File: config.mk
export PLATFORM = sky130hd
export DESIGN_NAME = quad_phase_fetch_execute_sequencer
export DESIGN_NICKNAME = d
export VERILOG_FILES = /design/src/logic/sequencer_pkg.sv /design/src/logic/quad_phase_fetch_execute_sequencer.sv /design/src/logic/phase_divider.sv /design/src/logic/port_pin_control.sv
export SDC_FILE = /design/constraint.sdc
export NUM_CORES = 1
export LEC_CHECK = 0
export BUFFER_PORTS_ARGS = -buffer_cell sky130_fd_sc_hd__buf_4
export CAP_MARGIN = 30
export CORE_UTILIZATION = 52
export DETAILED_ROUTE_END_ITERATION = 10
export PLACE_DENSITY = 0.78
export SETUP_SLACK_MARGIN = 0.1
export SYNTH_ARGS = -nofsm -noshare
export SYNTH_HDL_FRONTEND = slang
export SYNTH_SLANG_ARGS = --single-unit
File: constraint.sdc
create_clock -name clk -period 2.4 [get_ports clk]
set_input_delay 0.12 -clock clk [delete_from_list [all_inputs] [get_ports clk]]
set_output_delay 0.12 -clock clk [all_outputs]
set_load 0.05 [all_outputs]
File: src/logic/sequencer_pkg.sv
package sequencer_pkg;

  // ==========================================================================
  // Register map, one aligned 32-bit word each.
  // ==========================================================================
  localparam logic [7:0] CTRL_OFFSET    = 8'h00;
  localparam logic [7:0] STATUS_OFFSET  = 8'h04;
  localparam logic [7:0] POINTER_OFFSET = 8'h08;
  localparam logic [7:0] PORT_OFFSET    = 8'h0C;
  localparam logic [7:0] PCVIEW_OFFSET  = 8'h10;
  localparam logic [7:0] IRVIEW_OFFSET  = 8'h14;

  // ==========================================================================
  // Control register fields.
  // ==========================================================================
  localparam int CTRL_RUN_BIT      = 0;
  localparam int CTRL_MODE_LSB     = 1;
  localparam int CTRL_CLEAR_BIT    = 3;
  localparam int CTRL_PULLUP_LSB   = 8;
  localparam int CTRL_WAKE_LSB     = 16;
  localparam logic [31:0] CTRL_RESET = 32'h0000_0001;

  // ==========================================================================
  // Status, pointer and port fields.
  // ==========================================================================
  localparam int STATUS_PAGE_BIT     = 5;
  localparam logic [7:0] STATUS_RESET = 8'h18;
  localparam logic [7:0] POINTER_RESET = 8'h80;
  localparam int POINTER_BANK_LSB    = 5;
  localparam int PORTB_WIDTH         = 6;
  localparam int PORTC_WIDTH         = 6;
  localparam logic [5:0] WEAK_CAPABLE = 6'h1B;
  localparam int QCLK_BIT            = 4;
  localparam int CLEAR_PIN_BIT       = 3;
  localparam logic [5:0] TRIS_RESET  = 6'h3F;

  // ==========================================================================
  // Program space.
  // ==========================================================================
  localparam int COUNTER_WIDTH       = 10;
  localparam int IMPL_WIDTH          = 10;
  localparam int INSTR_WIDTH         = 12;
  localparam logic [9:0] RESET_VECTOR = 10'h000;
  localparam logic [11:0] NOP_WORD   = 12'h000;

  typedef enum logic [1:0] {
    CLK_MODE_XTAL,
    CLK_MODE_EXTERNAL_RC,
    CLK_MODE_INTERNAL_OSC,
    CLK_MODE_EC
  } clk_mode_t;

  localparam logic [1:0] AXI_OKAY   = 2'h0;
  localparam logic [1:0] AXI_SLVERR = 2'h2;

endpackage

File: src/logic/quad_phase_fetch_execute_sequencer.sv
// What this block does
// - Divide clock by four into phases.
// - Increment program counter in phase one.
// - Latch fetched word at phase four.
// - Execute latched word in next cycle.
// - Read operand phase two, write phase four.
// - Overlap fetch with execute, one per cycle.
// - Branch flushes fetched word, two cycles.
// - Page bit in status selects page.
// - Pointer register selects data bank.
// - Quarter-rate clock out in RC modes.
// - Software pull-up and wake on pins.
// - Master-clear pin keeps pull-up on.
// - Bit three is input only.
// - Program counter is ten bits.
// - Wrap fetches; start at address zero.
//
// Added by the designer: the register offsets and the AXI4-Lite interface to the registers.
`timescale 1ns/1ps
`default_nettype none
module quad_phase_fetch_execute_sequencer
  import sequencer_pkg::*;
#(
  parameter int ADDR_BITS = COUNTER_WIDTH,
  parameter int IMPL_BITS = IMPL_WIDTH
)
(
  input  wire logic                   clk,
  input  wire logic                   rst,
  input  wire logic [7:0]             s_axi_awaddr,
  input  wire logic                   s_axi_awvalid,
  output logic                        s_axi_awready,
  input  wire logic [31:0]            s_axi_wdata,
  input  wire logic [3:0]             s_axi_wstrb,
  input  wire logic                   s_axi_wvalid,
  output logic                        s_axi_wready,
  output logic [1:0]                  s_axi_bresp,
  output logic                        s_axi_bvalid,
  input  wire logic                   s_axi_bready,
  input  wire logic [7:0]             s_axi_araddr,
  input  wire logic                   s_axi_arvalid,
  output logic                        s_axi_arready,
  output logic [31:0]                 s_axi_rdata,
  output logic [1:0]                  s_axi_rresp,
  output logic                        s_axi_rvalid,
  input  wire logic                   s_axi_rready,
  output logic [ADDR_BITS-1:0]        programAddress,
  output logic                        programRead,
  input  wire logic [INSTR_WIDTH-1:0] programData,
  output logic [7:0]                  dataAddress,
  output logic                        dataRead,
  output logic                        dataWrite,
  output logic [7:0]                  dataWriteValue,
  input  wire logic [7:0]             dataReadValue,
  input  wire logic                   branchTaken,
  input  wire logic [ADDR_BITS-1:0]   branchTarget,
  input  wire logic [7:0]             operandAddress,
  input  wire logic [7:0]             resultValue,
  input  wire logic                   resultWrite,
  output logic [INSTR_WIDTH-1:0]      executeWord,
  output logic                        executeValid,
  output logic [7:0]                  operandValue,
  output logic                        phaseOne,
  output logic                        phaseTwo,
  output logic                        phaseThree,
  output logic                        phaseFour,
  input  wire logic [PORTB_WIDTH-1:0] portBIn,
  output logic [PORTB_WIDTH-1:0]      portBOut,
  output logic [PORTB_WIDTH-1:0]      portBOe,
  output logic [PORTB_WIDTH-1:0]      portBPullup,
  output logic                        wakeOnChange
);

  // ==========================================================================
  // Helpers.
  // ==========================================================================
  function automatic logic [31:0] merge(input logic [31:0] old, input logic [31:0] val, input logic [3:0] strb);
    logic [31:0] r;
    r = old;
    for (int i = 0; i < 4; i++)
    begin
      if (strb[i])
      begin
        r[i*8 +: 8] = val[i*8 +: 8];
      end
    end
    return r;
  endfunction

  function automatic logic [ADDR_BITS-1:0] wrapAddr(input logic [ADDR_BITS-1:0] a);
    logic [ADDR_BITS-1:0] m;
    m = '0;
    m[IMPL_BITS-1:0] = '1;
    return a & m;
  endfunction

  // ==========================================================================
  // Registers.
  // ==========================================================================
  logic [31:0] ctrl;
  logic [7:0]  status;
  logic [7:0]  pointer;
  logic [31:0] portReg;
  logic [31:0] next_ctrl;
  logic [7:0]  next_status;
  logic [7:0]  next_pointer;
  logic [31:0] next_portReg;

  logic        run;
  clk_mode_t   clkMode;
  logic        quarterClock;

  assign run     = ctrl[CTRL_RUN_BIT];
  assign clkMode = clk_mode_t'(ctrl[CTRL_MODE_LSB +: 2]);

  phase_divider u_phase
  (
    .clk          (clk),
    .rst          (rst),
    .run          (run),
    .phaseOne     (phaseOne),
    .phaseTwo     (phaseTwo),
    .phaseThree   (phaseThree),
    .phaseFour    (phaseFour),
    .quarterClock (quarterClock)
  );

  // ==========================================================================
  // Fetch and execute pipeline.
  // ==========================================================================
  logic [ADDR_BITS-1:0]   programCounter;
  logic [ADDR_BITS-1:0]   fetchAddr;
  logic [INSTR_WIDTH-1:0] instructionRegister;
  logic                   wordValid;
  logic                   fetchValid;
  logic [7:0]             operand;
  logic [ADDR_BITS-1:0]   next_programCounter;
  logic [ADDR_BITS-1:0]   next_fetchAddr;
  logic [INSTR_WIDTH-1:0] next_instructionRegister;
  logic                   next_wordValid;
  logic                   next_fetchValid;
  logic [7:0]             next_operand;
  logic [ADDR_BITS-1:0]   pagedTarget;

  always_comb
  begin
    pagedTarget = branchTarget;
    if (ADDR_BITS > 9)
    begin
      pagedTarget[ADDR_BITS-1] = status[STATUS_PAGE_BIT];
    end
  end

  always_comb
  begin
    next_programCounter = programCounter;
    next_fetchAddr = fetchAddr;
    next_instructionRegister = instructionRegister;
    next_wordValid = wordValid;
    next_fetchValid = fetchValid;
    next_operand = operand;
    if (phaseOne)
    begin
      next_fetchAddr = wrapAddr(programCounter);
      next_programCounter = programCounter + 1'b1;
      next_fetchValid = 1'b1;
    end
    if (phaseTwo && wordValid)
    begin
      next_operand = dataReadValue;
    end
    if (phaseFour)
    begin
      next_instructionRegister = programData;
      next_wordValid = fetchValid;
      if (wordValid && branchTaken)
      begin
        next_programCounter = pagedTarget;
        next_wordValid = 1'b0;
        next_instructionRegister = NOP_WORD;
      end
      next_fetchValid = 1'b0;
    end
    if (rst)
    begin
      next_programCounter = RESET_VECTOR;
      next_fetchAddr = RESET_VECTOR;
      next_instructionRegister = NOP_WORD;
      next_wordValid = 1'b0;
      next_fetchValid = 1'b0;
      next_operand = '0;
    end
  end

  always_ff @(posedge clk)
  begin
    programCounter      <= next_programCounter;
    fetchAddr           <= next_fetchAddr;
    instructionRegister <= next_instructionRegister;
    wordValid           <= next_wordValid;
    fetchValid          <= next_fetchValid;
    operand             <= next_operand;
  end

  assign programAddress = fetchAddr;
  assign programRead    = fetchValid && phaseFour;
  assign executeWord    = instructionRegister;
  assign executeValid   = wordValid && (phaseTwo || phaseThree || phaseFour);
  assign operandValue   = operand;
  assign dataRead       = wordValid && phaseTwo;
  assign dataWrite      = wordValid && phaseFour && resultWrite;
  assign dataWriteValue = resultValue;

  always_comb
  begin
    dataAddress = operandAddress;
    if (operandAddress[4:0] == 5'h00)
    begin
      dataAddress = pointer;
    end
    else if (operandAddress[4])
    begin
      dataAddress = {pointer[7:POINTER_BANK_LSB], operandAddress[4:0]};
    end
  end

  // ==========================================================================
  // Port pins.
  // ==========================================================================
  port_pin_control u_pins
  (
    .clk             (clk),
    .rst             (rst),
    .latchB          (portReg[PORTB_WIDTH-1:0]),
    .trisB           (portReg[8 +: PORTB_WIDTH]),
    .pullupSel       (ctrl[CTRL_PULLUP_LSB +: PORTB_WIDTH]),
    .wakeSel         (ctrl[CTRL_WAKE_LSB +: PORTB_WIDTH]),
    .masterClearMode (ctrl[CTRL_CLEAR_BIT]),
    .clockOutMode    ((clkMode == CLK_MODE_EXTERNAL_RC) || (clkMode == CLK_MODE_INTERNAL_OSC)),
    .quarterClock    (quarterClock),
    .portBIn         (portBIn),
    .portBOut        (portBOut),
    .portBOe         (portBOe),
    .portBPullup     (portBPullup),
    .wakeOnChange    (wakeOnChange)
  );

  // ==========================================================================
  // AXI4-Lite slave.
  // ==========================================================================
  logic       awHeld;
  logic       wHeld;
  logic [7:0] awAddr;
  logic [31:0] wData;
  logic [3:0] wStrb;
  logic [1:0] bResp;
  logic       bValid;
  logic [31:0] rData;
  logic [1:0] rResp;
  logic       rValid;
  logic       next_awHeld;
  logic       next_wHeld;
  logic [7:0] next_awAddr;
  logic [31:0] next_wData;
  logic [3:0] next_wStrb;
  logic [1:0] next_bResp;
  logic       next_bValid;
  logic [31:0] next_rData;
  logic [1:0] next_rResp;
  logic       next_rValid;

  assign s_axi_awready = !awHeld && !bValid;
  assign s_axi_wready  = !wHeld && !bValid;
  assign s_axi_arready = !rValid;
  assign s_axi_bvalid  = bValid;
  assign s_axi_bresp   = bResp;
  assign s_axi_rvalid  = rValid;
  assign s_axi_rdata   = rData;
  assign s_axi_rresp   = rResp;

  always_comb
  begin
    next_awHeld = awHeld;
    next_wHeld = wHeld;
    next_awAddr = awAddr;
    next_wData = wData;
    next_wStrb = wStrb;
    next_bResp = bResp;
    next_bValid = bValid;
    next_rData = rData;
    next_rResp = rResp;
    next_rValid = rValid;
    next_ctrl = ctrl;
    next_status = status;
    next_pointer = pointer;
    next_portReg = portReg;
    if (s_axi_awvalid && s_axi_awready)
    begin
      next_awHeld = 1'b1;
      next_awAddr = s_axi_awaddr;
    end
    if (s_axi_wvalid && s_axi_wready)
    begin
      next_wHeld = 1'b1;
      next_wData = s_axi_wdata;
      next_wStrb = s_axi_wstrb;
    end
    if (awHeld && wHeld)
    begin
      next_awHeld = 1'b0;
      next_wHeld = 1'b0;
      next_bValid = 1'b1;
      next_bResp = AXI_OKAY;
      unique case (awAddr)
        CTRL_OFFSET:    next_ctrl = merge(ctrl, wData, wStrb);
        STATUS_OFFSET:  next_status = wStrb[0] ? wData[7:0] : status;
        POINTER_OFFSET: next_pointer = wStrb[0] ? wData[7:0] : pointer;
        PORT_OFFSET:    next_portReg = merge(portReg, wData, wStrb) & 32'h0000_3F3F;
        default:        next_bResp = AXI_SLVERR;
      endcase
    end
    if (bValid && s_axi_bready)
    begin
      next_bValid = 1'b0;
    end
    if (s_axi_arvalid && s_axi_arready)
    begin
      next_rValid = 1'b1;
      next_rResp = AXI_OKAY;
      unique case (s_axi_araddr)
        CTRL_OFFSET:    next_rData = ctrl;
        STATUS_OFFSET:  next_rData = {24'h00_0000, status};
        POINTER_OFFSET: next_rData = {24'h00_0000, pointer};
        PORT_OFFSET:    next_rData = {16'h0000, portReg[15:8], 2'h0, portBIn};
        PCVIEW_OFFSET:  next_rData = {{(32-ADDR_BITS){1'b0}}, programCounter};
        IRVIEW_OFFSET:  next_rData = {wordValid, 19'h0_0000, instructionRegister};
        default:
        begin
          next_rData = '0;
          next_rResp = AXI_SLVERR;
        end
      endcase
    end
    else if (rValid && s_axi_rready)
    begin
      next_rValid = 1'b0;
    end
    if (rst)
    begin
      next_awHeld = 1'b0;
      next_wHeld = 1'b0;
      next_awAddr = '0;
      next_wData = '0;
      next_wStrb = '0;
      next_bResp = AXI_OKAY;
      next_bValid = 1'b0;
      next_rData = '0;
      next_rResp = AXI_OKAY;
      next_rValid = 1'b0;
      next_ctrl = CTRL_RESET;
      next_status = STATUS_RESET;
      next_pointer = POINTER_RESET;
      next_portReg = {18'h0_0000, TRIS_RESET, 8'h00};
    end
  end

  always_ff @(posedge clk)
  begin
    awHeld  <= next_awHeld;
    wHeld   <= next_wHeld;
    awAddr  <= next_awAddr;
    wData   <= next_wData;
    wStrb   <= next_wStrb;
    bResp   <= next_bResp;
    bValid  <= next_bValid;
    rData   <= next_rData;
    rResp   <= next_rResp;
    rValid  <= next_rValid;
    ctrl    <= next_ctrl;
    status  <= next_status;
    pointer <= next_pointer;
    portReg <= next_portReg;
  end

endmodule
`default_nettype wire

File: src/logic/phase_divider.sv
`timescale 1ns/1ps
`default_nettype none
module phase_divider
  import sequencer_pkg::*;
(
  input  wire logic clk,
  input  wire logic rst,
  input  wire logic run,
  output logic      phaseOne,
  output logic      phaseTwo,
  output logic      phaseThree,
  output logic      phaseFour,
  output logic      quarterClock
);

  // ==========================================================================
  // Four-phase counter.
  // ==========================================================================
  typedef enum logic [1:0] {P_ONE, P_TWO, P_THREE, P_FOUR} phase_t;
  phase_t phase;
  phase_t next_phase;

  always_comb
  begin
    next_phase = phase;
    if (rst || !run)
    begin
      next_phase = P_ONE;
    end
    else
    begin
      unique case (phase)
        P_ONE:   next_phase = P_TWO;
        P_TWO:   next_phase = P_THREE;
        P_THREE: next_phase = P_FOUR;
        P_FOUR:  next_phase = P_ONE;
      endcase
    end
  end

  always_ff @(posedge clk)
  begin
    phase <= next_phase;
  end

  assign phaseOne     = run && (phase == P_ONE);
  assign phaseTwo     = run && (phase == P_TWO);
  assign phaseThree   = run && (phase == P_THREE);
  assign phaseFour    = run && (phase == P_FOUR);
  assign quarterClock = (phase == P_THREE) || (phase == P_FOUR);

endmodule
`default_nettype wire

File: src/logic/port_pin_control.sv
`timescale 1ns/1ps
`default_nettype none
module port_pin_control
  import sequencer_pkg::*;
(
  input  wire logic                   clk,
  input  wire logic                   rst,
  input  wire logic [PORTB_WIDTH-1:0] latchB,
  input  wire logic [PORTB_WIDTH-1:0] trisB,
  input  wire logic [PORTB_WIDTH-1:0] pullupSel,
  input  wire logic [PORTB_WIDTH-1:0] wakeSel,
  input  wire logic                   masterClearMode,
  input  wire logic                   clockOutMode,
  input  wire logic                   quarterClock,
  input  wire logic [PORTB_WIDTH-1:0] portBIn,
  output logic      [PORTB_WIDTH-1:0] portBOut,
  output logic      [PORTB_WIDTH-1:0] portBOe,
  output logic      [PORTB_WIDTH-1:0] portBPullup,
  output logic                        wakeOnChange
);

  // ==========================================================================
  // Pin drive, pull-ups and change detection.
  // ==========================================================================
  logic [PORTB_WIDTH-1:0] lastIn;
  logic [PORTB_WIDTH-1:0] next_lastIn;
  logic [PORTB_WIDTH-1:0] next_portBOut;
  logic [PORTB_WIDTH-1:0] next_portBOe;
  logic [PORTB_WIDTH-1:0] next_portBPullup;
  logic                   next_wakeOnChange;

  always_comb
  begin
    next_lastIn = portBIn;
    next_portBOut = latchB;
    next_portBOe = ~trisB;
    next_portBOe[CLEAR_PIN_BIT] = 1'b0;
    if (clockOutMode)
    begin
      next_portBOut[QCLK_BIT] = quarterClock;
      next_portBOe[QCLK_BIT] = 1'b1;
    end
    next_portBPullup = pullupSel & WEAK_CAPABLE;
    if (masterClearMode)
    begin
      next_portBPullup[CLEAR_PIN_BIT] = 1'b1;
    end
    next_wakeOnChange = |((portBIn ^ lastIn) & wakeSel & WEAK_CAPABLE);
    if (rst)
    begin
      next_lastIn = '0;
      next_portBOut = '0;
      next_portBOe = '0;
      next_portBPullup = '0;
      next_wakeOnChange = 1'b0;
    end
  end

  always_ff @(posedge clk)
  begin
    lastIn       <= next_lastIn;
    portBOut     <= next_portBOut;
    portBOe      <= next_portBOe;
    portBPullup  <= next_portBPullup;
    wakeOnChange <= next_wakeOnChange;
  end

endmodule
`default_nettype wire

Word-level counts from Yosys, hierarchy flattened
Cells that the tools add are included.
{"block": "totals", "register_bits": 212, "latch_bits": 0, "ram_bits": 0, "mem_bits_ro": 0, "input_bits": 113, "output_inout_bits": 114, "mem_count": 0}
{"block": "op_classes", "n_addsub": 1, "n_mul": 0, "div": 0, "n_lt_le_gt_ge": 0, "eq_ne": 13, "shifts": 0, "n_mux": 16, "n_bitwise": 3, "reduce_logical": 47}
{"op": "$pmux 32 s6", "n": 1}
{"op": "$eq 8x4->1 const B", "n": 4}
{"op": "$mux 10", "n": 3}
{"op": "$reduce_and 3->1", "n": 8}
{"op": "$logic_and 1x1->1", "n": 18}
{"op": "$eq 8x3->1 const B", "n": 2}
{"op": "$eq 8x5->1 const B", "n": 2}
{"op": "$logic_not 8->1", "n": 2}
{"op": "$mux 8", "n": 2}
{"op": "$mux 12", "n": 1}
{"op": "$add 10x1->10 const B", "n": 1}
{"op": "$pmux 2 s4", "n": 1}
{"op": "$reduce_or 4->1", "n": 2}
{"op": "$eq 2x2->1 const B", "n": 3}
{"op": "$mux 1", "n": 6}
{"op": "$not 6->6", "n": 1}
{"op": "$reduce_or 2->1", "n": 3}
{"op": "$reduce_or 6->1", "n": 1}
{"op": "$and 5x5->5", "n": 1}
{"op": "$logic_not 1->1", "n": 5}
{"op": "$logic_not 5->1", "n": 1}
{"op": "$logic_or 1x1->1", "n": 5}
{"op": "$xor 5x5->5", "n": 1}
{"op": "$eq 2x1->1 const B", "n": 2}
{"op": "other kinds (3)", "n": 4}

Longest topological paths before layout
Gate-level depths: netlist of run 1.
{"block": "depth", "depth_word": 5, "ltp_mapped": 7, "mapped_depth_nobuf": 7}

Modules after synthesis
From an unflattened synthesis of run 1, not the netlist that was laid out.
{"block": "unflattened", "hier_cells": 861, "hier_area_um2": 8061.5}
{"module": "quad_phase_fetch_execute_sequencer", "instances": 1, "cells_each": 790, "area_each_um2": 7288.2, "seq_area_each_um2": 3683.5}
{"module": "port_pin_control", "instances": 1, "cells_each": 55, "area_each_um2": 614.3, "seq_area_each_um2": 400.4}
{"module": "phase_divider", "instances": 1, "cells_each": 16, "area_each_um2": 158.9, "seq_area_each_um2": 40.0}

Least setup slack after synthesis of run 1
No wires, ideal clock.
{"block": "synth_path", "path_kind": "reg2reg", "from": "register bValid (netlist: s_axi_bvalid)", "to": "register wData[10]", "setup_ps": 70, "arrival_time_ps": 2197, "required_time_ps": 2330, "path_slack_ps": 132, "stages_incl_launch_ff": 7, "path_buffers": 2, "cell_sequence": "dfxtp_1 nor2_1 and2_1 clkbuf_1 clkbuf_1 nand2_1 a21oi_1"}
{"block": "synth_between", "elab_chain_len": 3}
{"element": "from (decl)", "line": "quad_phase_fetch_execute_sequencer.sv:257", "rtl": "logic bValid;"}
{"element": "from (signal assigned)", "line": "quad_phase_fetch_execute_sequencer.sv:375", "rtl": "bValid <= next_bValid;"}
{"element": "$logic_not 1->1", "line": "quad_phase_fetch_execute_sequencer.sv:273", "rtl": "assign s_axi_wready = !wHeld && !bValid;"}
{"element": "$logic_and 1x1->1", "line": "quad_phase_fetch_execute_sequencer.sv:273"}
{"element": "via s_axi_wready", "line": "quad_phase_fetch_execute_sequencer.sv:36", "rtl": "output logic s_axi_wready,"}
{"element": "$logic_and 1x1->1", "line": "quad_phase_fetch_execute_sequencer.sv:302", "rtl": "if (s_axi_wvalid && s_axi_wready)"}
{"element": "to (signal assigned)", "line": "quad_phase_fetch_execute_sequencer.sv:372", "rtl": "wData <= next_wData;"}
{"element": "to (decl)", "line": "quad_phase_fetch_execute_sequencer.sv:254", "rtl": "logic [31:0] wData;"}
The timed path passes the listed nets, and every way through them passes these cells.
A chain may end at the register's enable or synchronous reset.

Worst setup path after layout of run 1
{"block": "layout_path", "from": "input port s_axi_araddr[6]", "to": "register rData[3] (netlist: s_axi_rdata[3])"}
{"block": "layout_between", "elab_chain_len": 2, "word_cells_on_any_way": 7, "cone_classes": "eq/ne: 5; mux: 1; reduce/logical: 1"}
{"element": "from (decl)", "line": "quad_phase_fetch_execute_sequencer.sv:40", "rtl": "input wire logic [7:0] s_axi_araddr,"}
{"element": "$eq 8x5->1, or another cell as far along", "line": "quad_phase_fetch_execute_sequencer.sv:330", "rtl": "unique case (s_axi_araddr)"}
{"element": "$pmux 32 s6 *", "line": "quad_phase_fetch_execute_sequencer.sv:330"}
{"element": "to (signal assigned)", "line": "quad_phase_fetch_execute_sequencer.sv:376", "rtl": "rData <= next_rData;"}
{"element": "to (decl)", "line": "quad_phase_fetch_execute_sequencer.sv:258", "rtl": "logic [31:0] rData;"}
Mark *: on every way between the ends. The rest lies on a longest branch, timed or not.

==> metrics, run 1 <==
status finished clean; Crit Path Class in2reg; CTS sink count 206; diode count 0; Area growth syn-to-layout 37.1%; Setup Fix Bufs, Post-CTS 0; sequential cell area fraction in the yosys report 0.509; Post-synth EDFFs 0; CP arrival between 2000 and 3000 ps; Data required, critical path ~2800 ps; Synth Area in Adders 0.00771; most frequent CP cell dlygate4sd3_1; CP max stage cell dlygate4sd3_1; DP Cell Count roughly 1200; YS warnings 0; Root Driver clkbuf_16; row cnt 45; Final Cycle Share 0.877; Layout Nets between 1000 and 1500; combinational family with the most area after synthesis simple AND/OR/NAND/NOR gates; LEAKAGE roughly 4.7 nW; vias in the first global route between 6000 and 7000; Final min period ~2100 ps; Crit Path Max Fanout 2; CTS tree done; GRT Util Overall 0.263; Detailed Routing Iterations Pass 1 5; die height 127 um; cell area power density 710 nW/um2; Die W between 100 and 150 um; Post-Syn Instances 890; Critical Path End Type register; unrepaired setup endpoints after global routing no; initial antenna violation count 0; Max Clk Rate approximately 470 MHz; Hold Fails Final Rpt 0; first-pass GRT wire length 34.1 mm; Synth Cell Area a little over 8000 um2; post-synthesis mux area share 0.0977; DR vias ~7200; Congestion Overflow GR 0; Starting Density 0.533; Clock Tree Buf Depth 3; Syn Area/Cell just over 9 um2; worst-margin pin slew between 500 and 600 ps; Via density about 5.3; Finished Layout Cells roughly 1300; final antenna-violating net count 0; Clock Latency Late Sink roughly 480 ps; Clock Skews 6.29 ps; port bufs around 200; Synth cell types 55; gpl congestion 0.832; critical-path cell list dlygate4sd3_1 > buf_4 > nor3_1 > dlygate4sd3_1 > nand3_1 > dlygate4sd3_1 > o21ai_0; PostCTS Resize Cnt 0; routed length per instance roughly 16 um; HP Class in2reg; DP Wirelength between 10 and 15 mm; # DRC 0; final setup vio count 0; Synth Area in Compound Gates 0.131; WL final ~22 mm; Critical Path Start Type primary input; Max VDD drop between 0.0005 and 0.0006 V; core area roughly 15000 um2; initial detailed-routing violation count 360; Largest stage delay, worst path around 630 ps; Worst slew margin 0.602; synthesis-stage register bit count 206; Top-Level Pins between 200 and 250; pin count of the biggest net entering global routing 65; share of cells above drive strength 1 0.228; main flop type after synthesis dfxtp_1; Max-Cap Viols 0; Reg clk slew, reported paths ~60 ps; Final Max Slew Viols 0; H-tree levels 1; CTS Buf Count 21; Setup Total Neg Slack 0 ps; Die ar. approximately 16000 um2; xor-xnor portion of the synthesized cell area 0.0151; worst hold margin roughly 46 ps; ys async rst share 0; post-synthesis simple-gate area fraction 0.193
[layout by cell type (no fill, tap or decap), drive strengths merged, types with 2 or more instances in the layout]
cell type,Yosys,final
clkbuf,45,29
a21oi,84,84
a211o,2,2
mux4,5,5
or4,2,2
nor2,123,123
clkinv,2,7
nand2b,5,5
nor3,15,15
xnor2,4,4
nor3b,5,5
nand2,139,139
a21o,5,5
nand3b,2,2
nor4,2,2
nand3,6,6
ha,5,5
o31ai,4,4
inv,8,9
a221oi,2,2
mux2,9,9
dfxtp,206,206
or3,2,2
a22o,11,11
a211oi,10,10
and3,7,7
o21ai,5,5
conb,1,5
a22oi,37,37
dlygate4sd3,0,84
mux2i,57,57
nor2b,17,17
and2,7,7
xor2,10,10
nand4,7,7
o2bb2ai,2,2
buf,25,218
[through the flow]
stage / power [W] / util / setup WS, ps / area (um2)
after CTS: 0.00792 / 0.732 / 296 / 11100
after global routing: 0.00818 / 0.732 / 171 / 11100
final: 0.00789 / 0.732 / 295 / 11100
after global placement: 0.00487 / 0.636 / 451 / 9670
after detailed placement: 0.00489 / 0.636 / 436 / 9670
after floorplan: 0.00451 / - / 132 / 8120
[cell families (layout without fill, tap and decap cells)]
logic type / count (synthesis) / after routing
compound gates: 167 / 167
xor+xnor: 14 / 14
fa+ha+maj: 5 / 5
buf+inv: 80 / 347
flops: 206 / 206
mux: 71 / 71
other cells: 1 / 5
simple gates: 346 / 346
[state kept, by name (all words and copies together) (netlist names), 10 cells and up]
name            cells
ctrl               32
s_axi_rdata        32
wData              32
executeWord        12
portReg            12
programAddress     10
programCounter     10
[synthesized netlist by cell type, types with 5 or more instances]
| cell type | instances | area share |
|---|---|---|
| nand2b_1 | 5 | 0.0039 |
| xor2_1 | 10 | 0.011 |
| buf_4 | 16 | 0.015 |
| nand2_1 | 139 | 0.064 |
| a22o_1 | 11 | 0.012 |
| a21oi_1 | 84 | 0.052 |
| nor2b_1 | 17 | 0.013 |
| o21ai_0 | 5 | 0.0031 |
| a22oi_1 | 37 | 0.034 |
| dfxtp_1 | 206 | 0.51 |
| nand4_1 | 6 | 0.0046 |
| a21o_1 | 5 | 0.0046 |
| ha_1 | 5 | 0.0077 |
| nand3_1 | 5 | 0.0031 |
| buf_2 | 6 | 0.0037 |
| nor3b_1 | 5 | 0.0046 |
| clkbuf_1 | 45 | 0.021 |
| and2_1 | 7 | 0.0054 |
| mux2i_1 | 57 | 0.070 |
| nor2_1 | 123 | 0.057 |
| mux2_2 | 9 | 0.012 |
| nor3_1 | 15 | 0.0093 |
| and3_1 | 7 | 0.0054 |
| inv_1 | 8 | 0.0037 |
| a211oi_1 | 10 | 0.0093 |
[cell type report]
type | instances | area, um2
clock buffers | 29 | 576
clock inverters | 6 | 37.5
fillers | 1128 | 4080
inverters | 10 | 37.5
multi-input cells | 608 | 3620
flip-flops and latches | 206 | 4120
well taps | 188 | 235
repair buffers | 302 | 2490
[worst paths after layout]
kind | from | end | slack [ps] | cells past startpoint
max | s_axi_araddr[6] | s_axi_rdata[3]$_SDFFE_PP0P_ | 290 | 7
min | rst | executeWord[9]$_SDFFE_PP0N_ | 50 | 2
max reg2reg | awAddr[0]$_SDFFE_PP0P_ | portReg[9]$_SDFFE_PP1P_ | 450 | 4
min reg2reg | portReg[9]$_SDFFE_PP1P_ | u_pins.portBOe[1]$_SDFF_PP0_ | 430 | 1
[what timing repair did]
action,4_1_cts,5_1_grt
hold buffers,84,0
hold endpoints to repair,81,0
setup endpoints to repair,0,0
[per-layer routing]
metal	vias to the layer above	GRT usage	wire [um]
met1	3352	0.320	9180
met2	230	0.476	10800
met3	39	0.0396	1180
li1	3551	-	-
met5	-	0	0
met4	0	0.0805	561
[where the power goes]
group          internal (W)  total (W)  switching (W)
Sequential          0.00355    0.00368       0.000127
Clock               0.00167    0.00295        0.00127
Combinational      0.000502    0.00127       0.000766
Total               0.00573    0.00789        0.00216
[critical path, delay by kind of cell]
family / cells / cell delay, ps
buffers and inverters: 4 / 1890
AND/OR/NAND/NOR: 2 / 380
AO/OA/AOI/OAI: 1 / 130
(Power assumes the default switching activity.)
==> run 2, diff against run 1 <==
--- a/config.mk
+++ b/config.mk
@@ -5,11 +5,13 @@
 export SDC_FILE = /design/constraint.sdc
 export NUM_CORES = 1
 export LEC_CHECK = 0
-export BUFFER_PORTS_ARGS = -buffer_cell sky130_fd_sc_hd__buf_4
+export ABC_AREA = 1
+export BUFFER_PORTS_ARGS = -buffer_cell sky130_fd_sc_hd__buf_2
 export CAP_MARGIN = 30
-export CORE_UTILIZATION = 52
+export CORE_UTILIZATION = 54
+export CTS_BUF_LIST = sky130_fd_sc_hd__clkbuf_8
 export DETAILED_ROUTE_END_ITERATION = 10
-export PLACE_DENSITY = 0.78
+export PLACE_DENSITY = 0.8
 export SETUP_SLACK_MARGIN = 0.1
 export SYNTH_ARGS = -nofsm -noshare
 export SYNTH_HDL_FRONTEND = slang
==> run 2 against run 1 <==
Effect of this change:
- die area shrank 0.44%
- worst setup slack lost 16 ps
- largest power group unchanged
- total power grew 8.6%
- final cell count grew 20%
- critical endpoint is now phaseFour
- non-clock buffer count shrank 5
- sequential share of layout area grew 0.59 points
==> metrics, run 2 <==
Final Util 0.720; sequential cell area fraction in the yosys report 0.492; count leader, synth nor2_1; Clock Skews 24.9 ps; CP arrival 2000 ps; DR vias ~8400; Max Clk Rate ~470 MHz; port bufs 204; Detailed Routing Iterations Pass 1 5; Worst slew margin 0.343; WL final about 23 mm; share of cells above drive strength 1 0.207; gpl congestion 0.899; H-tree levels 2; vias in the first global route slightly below 8000; core area between 15000 and 20000 um2; cell area power density between 700 and 800 nW/um2; crit path launch ctrl[0]$_SDFFE_PP1P_; Area growth syn-to-layout 30.6%; Final Max Slew Viols 0; Max-Cap Viols 0; Starting Density 0.551; top cells by area, synth dfxtp_1 (49%), nor2_1 (11%), o21ai_0 (9.5%), nand2_1 (7.4%), a21oi_1 (5.6%); GRT Util Overall 0.293; Root Driver clkbuf_8; HP Class in2reg; Yosys top cell by area dfxtp_1; Top Usage Layer GRT met2; PostCTS Resize Cnt 0; Finished Layout Cells ~1600; Critical Path Start Type register; Setup Total Neg Slack 0 ps; first-pass GRT wire length about 38 mm; main flop type after synthesis dfxtp_1; Via density between 5 and 6; Synth top area share 0.492; Synth Cell Area roughly 8400 um2; Top-Level Pins 227; worst-margin pin slew ~980 ps; final setup vio count 0; Hold Fails Final Rpt 0; most common cell after layout, fill and taps aside nor2_1; pin count of the biggest net entering global routing 56; Crit Path Class reg2out; final antenna-violating net count 0; Critical Path End Type output port; YS warnings 0; Max VDD drop about 0.00042 V; diode count 0; Commonest cells post-synth nor2_1 (251), dfxtp_1 (206), nand2_1 (166); Final Cycle Share 0.884; DP Wirelength between 15 and 20 mm; Synth cell types 43; initial detailed-routing violation count 730; initial antenna violation count 0; Final min period around 2100 ps; overall power 0.00857 W; met3 usage 0.0506; Die ar. about 16000 um2; worst hold margin 62.6 ps; routed length per instance 14.5 um; DP Cell Count 1475; Die W around 130 um; Post-synth EDFFs 0; unrepaired setup endpoints after global routing no; Crit Path Max Fanout 18; Hold Crit Start rst; most frequent cells in the layout nor2_1 (251), dfxtp_1 (206), buf_2 (204), nand2_1 (166), o21ai_0 (159); Syn Area/Cell ~7.4 um2; Data required, critical path 2280 ps; grt met1 use 0.366; die height roughly 130 um; Clock Latency Late Sink 530 ps; Clock Tree Buf Depth 3; GR Util met2 0.497; row cnt 45; Setup Fix Bufs, Post-CTS 0; Post-Syn Instances between 1000 and 1500; Layout Nets 1523; ys async rst share 0; CTS Buf Count 35; fillers roughly 1200; Congestion Overflow GR 0; status finished clean; # DRC 0; r2r startpoint awAddr[5]$_SDFFE_PP0P_; LEAKAGE between 5 and 6 nW; Post-CTS Hold Buffers 81; Reg clk slew, reported paths about 60 ps; synthesis-stage register bit count between 200 and 250; CTS sink count 206; CTS tree done
[run 2: layer usage]
metal	up-vias	part of all wire
li1	4196	-
met1	3774	0.43
met2	341	0.47
met3	72	0.065
met4	0	0.034
met5	-	0
[run 2: layout make-up]
cell class,count,area (um2),area share
Sequential cell,206,4120,0.377
Multi-Input combinational cell,768,3570,0.326
Timing Repair Buffer,297,1930,0.177
Clock buffer,48,661,0.0604
Inverter,97,370,0.0338
Tap cell,188,235,0.0215
Clock inverter,11,53.8,0.00492
[run 2: critical path: stages, from the launching register on]
cell     delay (ps)
dfxtp_1         510
nand2_2         280
inv_1           370
buf_2           340
[run 2: logic make-up after synthesis]
family | share of synthesized area
simple gates | 0.237
buf+inv | 0.0851
compound gates | 0.174
fa+ha+maj | 0.00746
other cells | 0.000447
xor+xnor | 0.00418
flops | 0.492
[run 2: per-stage QoR]
step                worst slack (ps)  cell area, um2
global route                     166           10900
floorplan                        287            8400
detailed placement               648            9420
finish                           279           10900
CTS                              272           10900
global placement                 687            9420
[run 2: report_power, final]
| group | total, W | switching, W | internal, W |
|---|---|---|---|
| clock network | 0.00313 | 0.00136 | 0.00177 |
| registers | 0.00382 | 0.000162 | 0.00365 |
| logic | 0.00162 | 0.00116 | 0.000468 |
[run 2: worst paths after layout]
check | end | depth (start not counted) | slack (ps)
min reg2reg | u_pins.portBOut[2]$_SDFF_PP0_ | 2 | 430
min | portReg[9]$_SDFFE_PP1P_ | 3 | 60
max reg2reg | ctrl[21]$_SDFFE_PP0P_ | 7 | 610
max | phaseFour | 3 | 280
==> run 3, diff against run 2 <==
--- a/config.mk
+++ b/config.mk
@@ -5,7 +5,6 @@
 export SDC_FILE = /design/constraint.sdc
 export NUM_CORES = 1
 export LEC_CHECK = 0
-export ABC_AREA = 1
 export BUFFER_PORTS_ARGS = -buffer_cell sky130_fd_sc_hd__buf_2
 export CAP_MARGIN = 30
 export CORE_UTILIZATION = 54
==> run 3 against run 2 <==
Effect of this change:
- register-to-register slack got worse by 190 ps
- largest power group unchanged
- non-clock buffer count increased by 4
- combinational power decreased by 27%
- highest routed layer unchanged
- critical path type is now in2reg
- largest cell class unchanged
==> metrics, run 3 (synthesis results as in run 1) <==
status finished clean; CP arrival approximately 2600 ps; row cnt 44; most common cell after layout, fill and taps aside dfxtp_1; first-pass GRT wire length 36.9 mm; final worst slack ~270 ps; vias in the first global route approximately 7400; Die W around 120 um; CTS tree done; Critical Path End Type register; Clock Tree Buf Depth 3; sequential standard cell area a little over 4000 um2; pin count of the biggest net entering global routing 70; Final Cycle Share 0.886; WL final between 20 and 25 mm; Worst slew margin 0.497; Critical Path Start Type primary input; Top-Level Pins between 200 and 250; Worst Hold Path Cells 2; final setup vio count 0; Final min period 2130 ps; diode count 0; pre-CTS WS 477 ps; cell area power density 745 nW/um2; Layout Nets 1279; HP Class in2reg; LEAKAGE approximately 4.7 nW; Crit Path Class in2reg; most frequent cells in the layout dfxtp_1 (206), buf_2 (203), nand2_1 (137), nor2_1 (123); Setup Total Neg Slack 0 ps; Clock Latency Late Sink roughly 510 ps; crit path launch s_axi_araddr[6]; Crit Path Max Fanout 2; Max VDD drop around 0.0006 V; Register-to-Register Path Depth 5; worst-margin pin slew between 700 and 800 ps; gpl congestion approximately 0.85; core area 14600 um2; unrepaired setup endpoints after global routing no; die height around 120 um; Max-Cap Viols 0; Via density ~5.4; DP Wirelength roughly 14 mm; Die ar. around 16000 um2; CTS sink count 206; initial antenna violation count 0; DP Cell Count between 1000 and 1500; worst hold margin slightly above 30 ps; Area growth syn-to-layout 32.1%; Hold Fails Final Rpt 0; Reg clk slew, reported paths roughly 60 ps; routed length per instance approximately 17 um; multi-input logic area about 3600 um2; GRT Util Overall 0.295; Max Clk Rate between 400 and 500 MHz; Starting Density 0.556; Clock Skews approximately 17 ps; Congestion Overflow GR 0; Hold Crit Start rst; share of cells above drive strength 1 0.241; Setup Fix Bufs, Post-CTS 0; initial detailed-routing violation count 480; Final Util 0.734; Detailed Routing Iterations Pass 1 5; final antenna-violating net count 0; Final Max Slew Viols 0; r2r startpoint awHeld$_SDFFE_PP0P_; DR vias about 7400; port bufs roughly 200; H-tree levels 2; Data required, critical path around 2900 ps; Root Driver clkbuf_8; # DRC 0; fillers between 1000 and 1500; Finished Layout Cells roughly 1400; CTS Buf Count 34
-- run 3: changes by cell type in the layout (fill, tap and decap cells not counted), moves of 9 or more --
cell,change
inv_1,-76
nor2b_1,+17
nand3_1,-25
nand2_1,-29
a22o_1,+11
mux2i_1,+57
o21ai_0,-154
a21oi_1,-10
mux2_2,+9
nor2_1,-128
a22oi_1,+36
nor3_1,+10
-- run 3: metal layers --
metal / global-route usage / part of all wire / wire, um
met1: 0.351 / 0.42 / 9500
met4: 0.130 / 0.035 / 799
met5: 0 / 0 / 0
met2: 0.511 / 0.49 / 11200
met3: 0.0640 / 0.058 / 1320
-- run 3: layout make-up --
class                   count  share of cell area
well taps                 184              0.0215
inverters                  10             0.00362
clock inverters            12             0.00421
multi-input cells         608               0.338
repair buffers            301               0.186
flip-flops and latches    206               0.385
clock buffers              48              0.0617
-- run 3: worst max-delay path: stages --
cell           delay (ps)
dlygate4sd3_1         530
buf_2                 120
nor3_1                300
dlygate4sd3_1         650
nand3_1               100
o21ai_0               190
dlygate4sd3_1         570
-- run 3: power by group --
group	internal [W]	switching, W	leakage [nW]
Combinational	0.000422	0.000770	2.66
Sequential	0.00355	0.000129	1.67
Clock	0.00176	0.00135	0.409
-- run 3: final timing paths --
kind | slack (ps) | to
setup / recovery | 270 | s_axi_rdata[2]$_SDFFE_PP0P_
hold / removal | 30 | wordValid$_SDFFE_PP0N_
setup reg to reg | 420 | pointer[7]$_SDFFE_PP1P_
hold reg to reg | 430 | u_pins.portBOe[1]$_SDFF_PP0_
-- run 3: what timing repair did --
action,4_1_cts,5_1_grt
endpoints found under the hold margin,81,0
resized for setup,1,2
setup endpoints to repair,1,2
hold buffers,84,0
-- run 3: stage by stage --
step | cell area, um2 | total power [W]
2_1_floorplan | 8120 | 0.00451
3_3_place_gp | 9160 | 0.00480
3_5_place_dp | 9160 | 0.00482
4_1_cts | 10700 | 0.00799
5_1_grt | 10700 | 0.00830
6_report | 10700 | 0.00798
